==> src/rtl/ufc_pkg.sv <==
// package for the usb function interrupt and endpoint 0 control block
// assumes a single system clock and an indirect index/data register pair
package ufc_pkg;

    // ------------------------------------------------------------
    // indirect register indices
    // ------------------------------------------------------------
    localparam logic [7:0] UFC_ADDR_IN_FLAGS  = 8'h02;
    localparam logic [7:0] UFC_ADDR_OUT_FLAGS = 8'h04;
    localparam logic [7:0] UFC_ADDR_FLAGS    = 8'h06;
    localparam logic [7:0] UFC_ADDR_IN_IE    = 8'h07;
    localparam logic [7:0] UFC_ADDR_OUT_IE   = 8'h09;
    localparam logic [7:0] UFC_ADDR_CMN_IE   = 8'h0B;
    localparam logic [7:0] UFC_ADDR_EP0_CSR  = 8'h11;
    localparam logic [7:0] UFC_ADDR_EP0_CNT  = 8'h16;
    localparam logic [7:0] UFC_ADDR_EP_EN    = 8'h1E;

    // ------------------------------------------------------------
    // reset values
    // ------------------------------------------------------------
    localparam logic [3:0] UFC_RST_IN_IE  = 4'hF;
    localparam logic [3:0] UFC_RST_OUT_IE = 4'hE;
    localparam logic [3:0] UFC_RST_CMN_IE = 4'h6;
    localparam logic [3:0] UFC_RST_EP_EN  = 4'hF;

    // ------------------------------------------------------------
    // field positions
    // ------------------------------------------------------------
    localparam int UFC_CF_SUSPEND = 0;
    localparam int UFC_CF_RESUME  = 1;
    localparam int UFC_CF_RESET   = 2;
    localparam int UFC_CF_SOF     = 3;
    localparam int UFC_CSR_RXRDY    = 0;
    localparam int UFC_CSR_DATA_PHASE_DONE  = 3;
    localparam int UFC_CSR_SETUPEND = 4;
    localparam int UFC_CSR_SRXRDY   = 6;
    localparam int UFC_CSR_SSETUP   = 7;
    localparam int UFC_CNT_W        = 7;

endpackage : ufc_pkg

==> src/rtl/ufc_core.sv <==
// interrupt flags, enables and endpoint 0 control of a usb function
// assumes bus events arrive as one-cycle pulses synchronous to clock
// Function
// - reset signalling sets bus reset flag
// - resume sets flag only while suspended
// - suspend sets flag only when detection enabled
// - reading common flags clears all of them
// - in/ep0 interrupt enables, reset to one
// - out interrupt enables bits 3:1, bit0 zero
// - common enables reset pattern 0,1,1,0
// - setup end set on early transaction end
// - serviced setup end write clears setup end
// - rx ready sets, serviced write clears
// - seven bit receive byte count readable
// - disabled endpoints 1-3 give no handshake
// - access via index and data registers
// - suspend mode entered only when detection enabled
`timescale 1ns/10ps
`default_nettype none

module ufc_core
    import ufc_pkg::*;
(
    input  wire logic       clock,
    input  wire logic       rst,
    input  wire logic       idx_wr,
    input  wire logic       data_wr,
    input  wire logic       data_rd,
    input  wire logic [7:0] wdata,
    output logic      [7:0] rdata,
    input  wire logic       suspend_detect_enable,
    input  wire logic       bus_reset_seen,
    input  wire logic       bus_resume_seen,
    input  wire logic       bus_suspend_seen,
    input  wire logic       frame_start_seen,
    input  wire logic       ctrl_end_seen,
    input  wire logic       data_phase_clear,
    input  wire logic       rx_packet_in,
    input  wire logic [6:0] rx_count_in,
    input  wire logic [3:0] in_ep_event,
    input  wire logic [3:1] out_ep_event,
    input  wire logic [3:1] hs_request,
    output logic      [3:1] hs_allow,
    output logic            suspended,
    output logic            irq
);

    // ------------------------------------------------------------
    // register file state
    // ------------------------------------------------------------
    logic [7:0] index_q;
    logic [3:0] cmn_flags_q;
    logic [3:0] in_flags_q;
    logic [3:1] out_flags_q;
    logic [3:0] in_ie_q;
    logic [3:1] out_ie_q;
    logic [3:0] cmn_ie_q;
    logic [3:1] ep_en_q;
    logic       rx_ready_q;
    logic       setup_end_q;
    logic       data_end_q;
    logic [UFC_CNT_W-1:0] rx_count_q;
    logic       rd_flags;
    logic       wr_csr;
    logic [7:0] rdata_d;

    assign rd_flags = data_rd && (index_q == UFC_ADDR_FLAGS);
    assign wr_csr   = data_wr && (index_q == UFC_ADDR_EP0_CSR);

    // ------------------------------------------------------------
    // indirect index register
    // ------------------------------------------------------------
    always_ff @(posedge clock or posedge rst) begin
        if (rst) begin
            index_q <= 8'h00;
        end else if (idx_wr) begin
            index_q <= wdata;
        end
    end

    a_index_load: assert property (@(posedge clock) disable iff (rst)
        idx_wr |=> (index_q == $past(wdata)))
        else $error("index register not loaded");

    // ------------------------------------------------------------
    // suspend mode
    // ------------------------------------------------------------
    always_ff @(posedge clock or posedge rst) begin
        if (rst) begin
            suspended <= 1'b0;
        end else if (bus_suspend_seen && suspend_detect_enable) begin
            suspended <= 1'b1;
        end else if (bus_resume_seen || bus_reset_seen) begin
            suspended <= 1'b0;
        end
    end

    a_suspend_enter: assert property (@(posedge clock) disable iff (rst)
        (bus_suspend_seen && suspend_detect_enable) |=> suspended)
        else $error("suspend mode not entered");

    a_suspend_ignored: assert property (@(posedge clock) disable iff (rst)
        (!suspended && !(bus_suspend_seen && suspend_detect_enable)) |=> !suspended)
        else $error("suspend mode entered without enabled detection");

    // ------------------------------------------------------------
    // event flags, set wins over clear-on-read
    // ------------------------------------------------------------
    always_ff @(posedge clock or posedge rst) begin
        if (rst) begin
            cmn_flags_q <= 4'h0;
        end else begin
            cmn_flags_q <= (rd_flags ? 4'h0 : cmn_flags_q)
                | {frame_start_seen,
                   bus_reset_seen,
                   bus_resume_seen && suspended,
                   bus_suspend_seen && suspend_detect_enable};
        end
    end

    a_resume_flag_set: assert property (@(posedge clock) disable iff (rst)
        (bus_resume_seen && suspended) |=> cmn_flags_q[UFC_CF_RESUME])
        else $error("resume flag not set while suspended");

    a_suspend_flag_set: assert property (@(posedge clock) disable iff (rst)
        (bus_suspend_seen && suspend_detect_enable) |=> cmn_flags_q[UFC_CF_SUSPEND])
        else $error("suspend flag not set");

    a_sof_flag_set: assert property (@(posedge clock) disable iff (rst)
        frame_start_seen |=> cmn_flags_q[UFC_CF_SOF])
        else $error("frame start flag not set");

    // endpoint flags also clear when their own register is read
    always_ff @(posedge clock or posedge rst) begin
        if (rst) begin
            in_flags_q  <= 4'h0;
            out_flags_q <= 3'h0;
        end else begin
            in_flags_q <= ((data_rd && index_q == UFC_ADDR_IN_FLAGS) ? 4'h0 : in_flags_q)
                | in_ep_event | {3'h0, rx_packet_in};
            out_flags_q <= ((data_rd && index_q == UFC_ADDR_OUT_FLAGS) ? 3'h0 : out_flags_q)
                | out_ep_event;
        end
    end

    // ------------------------------------------------------------
    // enable registers
    // ------------------------------------------------------------
    always_ff @(posedge clock or posedge rst) begin
        if (rst) begin
            in_ie_q  <= UFC_RST_IN_IE;
            out_ie_q <= UFC_RST_OUT_IE[3:1];
            cmn_ie_q <= UFC_RST_CMN_IE;
            ep_en_q  <= UFC_RST_EP_EN[3:1];
        end else if (data_wr) begin
            unique case (index_q)
                UFC_ADDR_IN_IE:  in_ie_q  <= wdata[3:0];
                UFC_ADDR_OUT_IE: out_ie_q <= wdata[3:1];
                UFC_ADDR_CMN_IE: cmn_ie_q <= wdata[3:0];
                UFC_ADDR_EP_EN:  ep_en_q  <= wdata[3:1];
                default: ;
            endcase
        end
    end

    a_in_ie_write: assert property (@(posedge clock) disable iff (rst)
        (data_wr && index_q == UFC_ADDR_IN_IE) |=> (in_ie_q == $past(wdata[3:0])))
        else $error("in endpoint enables not written");

    a_out_ie_write: assert property (@(posedge clock) disable iff (rst)
        (data_wr && index_q == UFC_ADDR_OUT_IE) |=> (out_ie_q == $past(wdata[3:1])))
        else $error("out endpoint enables not written");

    a_cmn_ie_write: assert property (@(posedge clock) disable iff (rst)
        (data_wr && index_q == UFC_ADDR_CMN_IE) |=> (cmn_ie_q == $past(wdata[3:0])))
        else $error("common enables not written");

    // ------------------------------------------------------------
    // endpoint 0 control
    // ------------------------------------------------------------
    always_ff @(posedge clock or posedge rst) begin
        if (rst) begin
            data_end_q <= 1'b0;
        end else if (wr_csr && wdata[UFC_CSR_DATA_PHASE_DONE]) begin
            data_end_q <= 1'b1;
        end else if (data_phase_clear || ctrl_end_seen) begin
            data_end_q <= 1'b0;
        end
    end

    a_data_end_set: assert property (@(posedge clock) disable iff (rst)
        (wr_csr && wdata[UFC_CSR_DATA_PHASE_DONE]) |=> data_end_q)
        else $error("data end not set by write");

    a_data_end_drop: assert property (@(posedge clock) disable iff (rst)
        ((data_phase_clear || ctrl_end_seen) && !(wr_csr && wdata[UFC_CSR_DATA_PHASE_DONE]))
        |=> !data_end_q)
        else $error("data end not cleared by hardware");

    always_ff @(posedge clock or posedge rst) begin
        if (rst) begin
            setup_end_q <= 1'b0;
        end else if (ctrl_end_seen && !data_end_q) begin
            setup_end_q <= 1'b1;
        end else if (wr_csr && wdata[UFC_CSR_SSETUP]) begin
            setup_end_q <= 1'b0;
        end
    end

    a_setup_end_hold: assert property (@(posedge clock) disable iff (rst)
        (setup_end_q && !(wr_csr && wdata[UFC_CSR_SSETUP])) |=> setup_end_q)
        else $error("setup end dropped without service");

    always_ff @(posedge clock or posedge rst) begin
        if (rst) begin
            rx_ready_q <= 1'b0;
            rx_count_q <= '0;
        end else if (rx_packet_in) begin
            rx_ready_q <= 1'b1;
            rx_count_q <= rx_count_in;
        end else if (wr_csr && wdata[UFC_CSR_SRXRDY]) begin
            rx_ready_q <= 1'b0;
        end
    end

    a_rx_ready_set: assert property (@(posedge clock) disable iff (rst)
        rx_packet_in |=> rx_ready_q)
        else $error("rx ready not set on packet");

    a_rx_ready_clear: assert property (@(posedge clock) disable iff (rst)
        (wr_csr && wdata[UFC_CSR_SRXRDY] && !rx_packet_in) |=> !rx_ready_q)
        else $error("rx ready not cleared by service");

    a_rx_count_load: assert property (@(posedge clock) disable iff (rst)
        rx_packet_in |=> (rx_count_q == $past(rx_count_in)))
        else $error("rx count not captured");

    a_rx_count_hold: assert property (@(posedge clock) disable iff (rst)
        !rx_packet_in |=> $stable(rx_count_q))
        else $error("rx count changed without packet");

    // ------------------------------------------------------------
    // handshake gating per endpoint
    // ------------------------------------------------------------
    for (genvar e = 1; e <= 3; e++) begin : g_hs
        always_ff @(posedge clock or posedge rst) begin
            if (rst) begin
                hs_allow[e] <= 1'b0;
            end else begin
                hs_allow[e] <= hs_request[e] && ep_en_q[e];
            end
        end

        a_hs_grant: assert property (@(posedge clock) disable iff (rst)
            (hs_request[e] && ep_en_q[e]) |=> hs_allow[e])
            else $error("handshake withheld on enabled endpoint");

        a_hs_block: assert property (@(posedge clock) disable iff (rst)
            !ep_en_q[e] |=> !hs_allow[e])
            else $error("handshake given on disabled endpoint");
    end

    // ------------------------------------------------------------
    // interrupt request
    // ------------------------------------------------------------
    always_ff @(posedge clock or posedge rst) begin
        if (rst) begin
            irq <= 1'b0;
        end else begin
            irq <= |(cmn_flags_q & cmn_ie_q) | |(in_flags_q & in_ie_q)
                 | |(out_flags_q & out_ie_q);
        end
    end

    a_irq_idle: assert property (@(posedge clock) disable iff (rst)
        ((cmn_flags_q & cmn_ie_q) == 4'h0 && (in_flags_q & in_ie_q) == 4'h0
         && (out_flags_q & out_ie_q) == 3'h0) |=> !irq)
        else $error("irq without enabled flag");

    // ------------------------------------------------------------
    // read data
    // ------------------------------------------------------------
    always_comb begin
        rdata_d = 8'h00;
        unique case (index_q)
            UFC_ADDR_FLAGS:   rdata_d = {4'h0, cmn_flags_q};
            UFC_ADDR_IN_FLAGS: rdata_d = {4'h0, in_flags_q};
            UFC_ADDR_OUT_FLAGS: rdata_d = {4'h0, out_flags_q, 1'b0};
            UFC_ADDR_IN_IE:   rdata_d = {4'h0, in_ie_q};
            UFC_ADDR_OUT_IE:  rdata_d = {4'h0, out_ie_q, 1'b0};
            UFC_ADDR_CMN_IE:  rdata_d = {4'h0, cmn_ie_q};
            UFC_ADDR_EP0_CSR: rdata_d = {3'h0, setup_end_q, data_end_q, 2'h0,
                                         rx_ready_q};
            UFC_ADDR_EP0_CNT: rdata_d = {1'b0, rx_count_q};
            UFC_ADDR_EP_EN:   rdata_d = {4'h0, ep_en_q, 1'b1};
            default:          rdata_d = 8'h00;
        endcase
    end

    always_ff @(posedge clock or posedge rst) begin
        if (rst) begin
            rdata <= 8'h00;
        end else if (data_rd) begin
            rdata <= rdata_d;
        end
    end

    // ------------------------------------------------------------
    // assertions
    // ------------------------------------------------------------
    a_reset_flag_set: assert property (@(posedge clock) disable iff (rst)
        bus_reset_seen |=> cmn_flags_q[UFC_CF_RESET])
        else $error("bus reset flag not set");

    a_resume_gated: assert property (@(posedge clock) disable iff (rst)
        (!cmn_flags_q[UFC_CF_RESUME] && !(bus_resume_seen && suspended))
        |=> !cmn_flags_q[UFC_CF_RESUME])
        else $error("resume flag set while not suspended");

    a_suspend_gated: assert property (@(posedge clock) disable iff (rst)
        (bus_suspend_seen && !suspend_detect_enable && !cmn_flags_q[UFC_CF_SUSPEND])
        |=> !cmn_flags_q[UFC_CF_SUSPEND])
        else $error("suspend flag set while detection disabled");

    a_read_clears: assert property (@(posedge clock) disable iff (rst)
        (rd_flags && !bus_reset_seen && !frame_start_seen && !bus_resume_seen
         && !bus_suspend_seen) |=> cmn_flags_q == 4'h0)
        else $error("common flags not cleared by read");

    a_setup_end_clear: assert property (@(posedge clock) disable iff (rst)
        (wr_csr && wdata[UFC_CSR_SSETUP] && !ctrl_end_seen) |=> !setup_end_q)
        else $error("setup end not cleared");

    a_setup_end_set: assert property (@(posedge clock) disable iff (rst)
        (ctrl_end_seen && !data_end_q) |=> setup_end_q)
        else $error("setup end not set");

    a_rx_ready_hold: assert property (@(posedge clock) disable iff (rst)
        (rx_ready_q && !(wr_csr && wdata[UFC_CSR_SRXRDY])) |=> rx_ready_q)
        else $error("rx ready dropped without service");

    a_ep_disabled: assert property (@(posedge clock) disable iff (rst)
        !ep_en_q[1] |=> !hs_allow[1])
        else $error("handshake on disabled endpoint");

    a_irq_enable: assert property (@(posedge clock) disable iff (rst)
        (cmn_flags_q[UFC_CF_RESET] && cmn_ie_q[UFC_CF_RESET]) |=> irq)
        else $error("irq missing for enabled flag");

endmodule : ufc_core

`default_nettype wire

==> config.mk <==
export PLATFORM = sky130hd
export DESIGN_NAME = ufc_core
export DESIGN_NICKNAME = d
export VERILOG_FILES = /design/src/rtl/ufc_pkg.sv /design/src/rtl/ufc_core.sv
export SDC_FILE = /design/constraint.sdc
export NUM_CORES = 1
export LEC_CHECK = 0
export BUFFER_PORTS_ARGS = -buffer_cell sky130_fd_sc_hd__buf_2
export CORE_MARGIN = 2
export CORE_UTILIZATION = 25
export DETAILED_ROUTE_END_ITERATION = 7
export GPL_ROUTABILITY_DRIVEN = 0
export SLEW_MARGIN = 30
export SYNTH_ARGS = -nofsm -noshare
export SYNTH_HDL_FRONTEND = slang
export SYNTH_SLANG_ARGS = --single-unit
==> constraint.sdc <==
create_clock -name clock -period 1.9 [get_ports clock]
set_clock_uncertainty 0.05 [all_clocks]
set_input_delay 0.095 -clock clock [delete_from_list [all_inputs] [get_ports clock]]
set_output_delay 0.095 -clock clock [all_outputs]
set_load 0.02 [all_outputs]
* After elaboration in Yosys (flattened, before gate mapping) *
Cells that the tools add are included.

word-level totals
  register bits = 56
  latch bits = 0
  memory bits (writable) = 0
  memory bits (read-only) = 0
  input bits = 38
  output and inout port bits = 13
  logic and storage cells = 75
  memories = 0

cells by class
  $add $sub $neg = 0
  multipliers = 0
  div/mod/pow operators = 0
  magnitude comparators = 0
  equal/unequal tests = 9
  shifts and indexed selects = 0
  muxes and demuxes = 12
  bitwise logic cells = 9
  reduce and logical (&&, ||, !) cells = 27

operators by type and width
  cell                                           count
  case mux 7 bit (9 select lines)                1
  == test 8 x 3 -> 1 bit, second input constant  3
  == test 8 x 5 -> 1 bit, second input constant  3
  == test 8 x 4 -> 1 bit, second input constant  2
  logical AND 1 bit                              13
  bitwise AND 4 bit                              2
  == test 8 x 2 -> 1 bit, second input constant  1
  two-way mux 1 bit                              8
  two-way mux 4 bit                              2
  OR 4 bit                                       2
  AND reduction 2 bit                            4
  nonzero test 2 bit                             4
  OR reduction 4 bit                             2
  OR 4 x 1 -> 4 bit                              1
  bitwise AND 3 bit                              1
  two-way mux 3 bit                              1
  OR 3 bit                                       1
  OR reduction 3 bit                             1
  logical OR 1 bit                               2
  OR 1 bit                                       2
  logical NOT 1 bit                              1

* Logic depth before layout (Yosys ltp) *
  depth after elaboration = 5
  mapped depth = 6
  depth with buffers taken out = 4

* Worst setup path before layout *
No wires, ideal clock.

  kind = reg-to-reg
  from = register index_q[7]
  to = register cmn_ie_q[0]
  setup time = 125 ps
  data arrival time = 1537 ps
  required time = 1725 ps
  path slack = 188 ps
  cell stages (with the launch flop) = 4
  buffers on the path = 0
  period minus slack after synthesis = 1712 ps
  path through = dfrtp_1 > or3_4 > nor4_4 > mux2_2

on the way
  longest elaborated chain between the ends = 2

RTL lines
  item                                  RTL line         RTL
  from (decl)                           ufc_core.sv:51   logic [7:0] index_q;
  from (signal assigned)                ufc_core.sv:77   index_q <= wdata;
  == test 8 x 4 -> 1 bit                ufc_core.sv:156  unique case (index_q)
  AND reduction 2 bit (no source line)  -
  to (signal assigned)                  ufc_core.sv:159  UFC_ADDR_CMN_IE: cmn_ie_q <= wdata[3:0];
  to (decl)                             ufc_core.sv:57   logic [3:0] cmn_ie_q;

Every way passes these cells.
A chain may end at the register's enable or synchronous reset.

* Worst setup path in the final report *
  from = register index_q[7]
  to = register cmn_ie_q[3]

The elaborated chain is that of the path after synthesis.

==> out/qor.txt <==
Synth Area in Compound Gates = 13.4%
Crit end category = flop
Netlist Area Pre-Place = 2600 sq um
CP Launch Type = flop
Crit path kind = reg -> reg
Post-Syn Nets = 245
# H-tree levels = 2
Final setup vio count = 0
Hold Crit Class = in -> reg
Cts bufs inserted = 5
Pwr Density = 732 nW/um^2
Layout Nets = 329
Clock Latency Late Sink = 0.31 ns
Starting density of the core = 25.5%
Port bufs = 49
Final WS setup = 0.106 ns
Initial antenna violation count = 0
First-pass GRT wire length = 10700 um
Total routed wirelength = 6560 um
Layout cells sized above 1 = 41.1%
Leakage = 1.40 nW
Die Width = 106 um
Max Slew Vio Count = 0
Post-Syn Instances = 207
Clk sinks = 55
Simple-gate area share of the yosys netlist = 14.5%
Prevailing post-synth register cell = dfrtp_1
Final Hold Viols = 0
YS warnings = 0
Clk pin slew, worst setup/hold paths = 0.10 ns
# diodes = 0
Maxcap violations = 0
Drt via density = 4.77
Synthesized area per cell = 12.5 sq um
Largest net degree at the start of global routing = 56
Core area = 10200 sq um
Post-synth EDFFs = 0
Fmax = 557 MHz
Post-DRT Antenna Nets = 0
Total track usage = 12.1%
Sequential fraction of the synthesis area = 53.6%
Die Y = 106 um
Status = completed
Starting DRT DRC Count = 167
Layout area overhead = 32.6%
Post-Synth Adder-Cell Area = 0%
RSZ-0062 raised after global routing = false
Worst EP required = 2.05 ns
Max FO, Critical Path = 5
Io pins = 51
Worst VDD drop = 0.332 mV
Post-synthesis mux area share = 15.8%
Share of synthesized registers carrying an async set or reset = 100%
Vias = 2041
CTS tree = built
Unique masters post-synth = 51
Drt wl/cell = 15.3 um
GRT Residual Overflow = 0
Dpl ws = 0.104 ns
CTS max path bufs = 2
Crit share post-route = 94.4%
Row cnt = 37
Die area = 11200 sq um
Xor-xnor portion of the synthesized cell area = 0%
Worst path arrival time = 1.95 ns
Minimum clock period = 1.79 ns
First drt pass iteration count = 4
Root buf cell = clkbuf_8
Sum Neg Setup Slack = 0 ns
Vias in the first global route = 2084
Main combinational cell family by area after synthesis = multiplexers
DRC viols = 0
Power Total = 2.52 mW
FF+latch count, synth = 55
Final HPWL DP = 4790 um
==> final cells by class <==
cell class                      count  area (sq um)
Inverter                            5          18.8
Clock buffer                        6          72.6
Sequential cell                    55          1390
Tap cell                          136           170
Timing Repair Buffer               86           606
Multi-Input combinational cell    138          1150
Fill cell                        1037          6740
Clock inverter                      2          37.5
==> registers in the layout, indices dropped and copies added (netlist names) <==
register     count
cmn_ie_q         4
setup_end_q      1
in_flags_q       4
rx_ready_q       1
hs_allow         3
out_ie_q         3
suspended        1
ep_en_q          3
rdata            7
in_ie_q          4
irq              1
out_flags_q      3
data_end_q       1
index_q          8
cmn_flags_q      4
rx_count_q       7
==> synth_stat cells (all sizes together), types with 2 or more instances <==
| cell | number | share of area (%) |
|---|---|---|
| mux2i | 4 | 1.5 |
| nor4 | 2 | 1.1 |
| a21o | 9 | 2.6 |
| mux2 | 33 | 14 |
| a22o | 7 | 2.4 |
| nand2 | 8 | 1.2 |
| nand2b | 4 | 0.96 |
| and2 | 5 | 1.2 |
| nand4 | 3 | 0.72 |
| inv | 5 | 0.72 |
| o32ai | 2 | 0.67 |
| dfrtp | 43 | 41 |
| a31oi | 3 | 0.72 |
| a32oi | 4 | 1.3 |
| clkbuf | 3 | 0.43 |
| nor3b | 2 | 0.58 |
| nand3 | 11 | 2.3 |
| nor2 | 7 | 1.0 |
| nor2b | 2 | 0.48 |
| a221oi | 3 | 1.0 |
| and3 | 2 | 0.48 |
| nand3b | 2 | 0.58 |
| dfstp | 12 | 12 |
| buf | 6 | 1.3 |
| o21ai | 2 | 0.39 |
| nor3 | 2 | 1.0 |
==> layer usage <==
metal / vias to the layer above / part of all wire, % / global-route usage, %
met5: - / 0 / 0
met3: 12 / 4.6 / 2.64
met4: 0 / 2.3 / 4.04
met1: 1008 / 44 / 15.9
li1: 952 / - / -
met2: 69 / 49 / 19.8
==> path summary, 6_finish.rpt <==
kind	from	to	slack [ns]	depth (start not counted)
worst max-delay path	index_q[7]	cmn_ie_q[3]	0.11	3
worst min-delay path	wdata[7]	index_q[7]	0.007	2
worst max register to register	index_q[7]	cmn_ie_q[3]	0.11	3
worst min register to register	rx_ready_q	rx_ready_q	0.46	1
max in group asynchronous	rst	cmn_ie_q[1]	1.19	4
min in group asynchronous	rst	rdata[3]	0.32	4
==> report_power, final <==
group          internal (mW)  leakage (nW)  switching, mW
Combinational          0.214         0.728          0.188
Sequential              1.26         0.618         0.0791
Clock                  0.394        0.0514          0.383
==> what timing repair did <==
item	in CTS	in global routing
endpoints found under the setup margin	0	2
gates resized for setup	0	1
buffers inserted	0	0
endpoints found under the hold margin	70	0
hold buffers	28	0
==> logic make-up after synthesis <==
group	Yosys count
AND/OR/NAND/NOR	57
other	1
flip-flops	55
buffers and inverters	14
AO/OA/AOI/OAI	43
multiplexers	37
==> cells in the final DEF (no fill, tap or decap), drive strengths merged, types with 2 or more instances in the layout <==
cell	netlist	final
a21o	9	9
a221oi	3	3
a22o	7	7
a31oi	3	3
a32oi	4	4
and2	5	5
and3	2	2
buf	6	58
clkbuf	3	6
dfrtp	43	43
dfstp	12	12
dlygate4sd3	0	28
inv	5	5
mux2	33	33
mux2i	4	4
nand2	8	8
nand2b	4	4
nand3	11	11
nand3b	2	2
nand4	3	3
nor2	7	7
nor2b	2	2
nor3	2	2
nor3b	2	2
nor4	2	2
o21ai	2	2
o32ai	2	2
==> through the flow <==
step | hold WS, ns | instance area [sq um] | util [%] | std cells
2_1_floorplan | 0.131 | 2600 | - | 207
3_3_place_gp | 0.117 | 3050 | 29.9 | 392
3_5_place_dp | 0.121 | 3050 | 29.9 | 392
4_1_cts | 0.00439 | 3440 | 33.7 | 428
5_1_grt | 0.00592 | 3440 | 33.8 | 428
6_report | 0.00690 | 3440 | 33.8 | 428
==> critical path, cell delays in order, from the launching register on <==
cell	delay, ns
dfrtp_1	0.43
or3_4	0.46
nor4_4	0.38
mux2_2	0.37
Note: power is estimated with default switching activity, not from simulation.
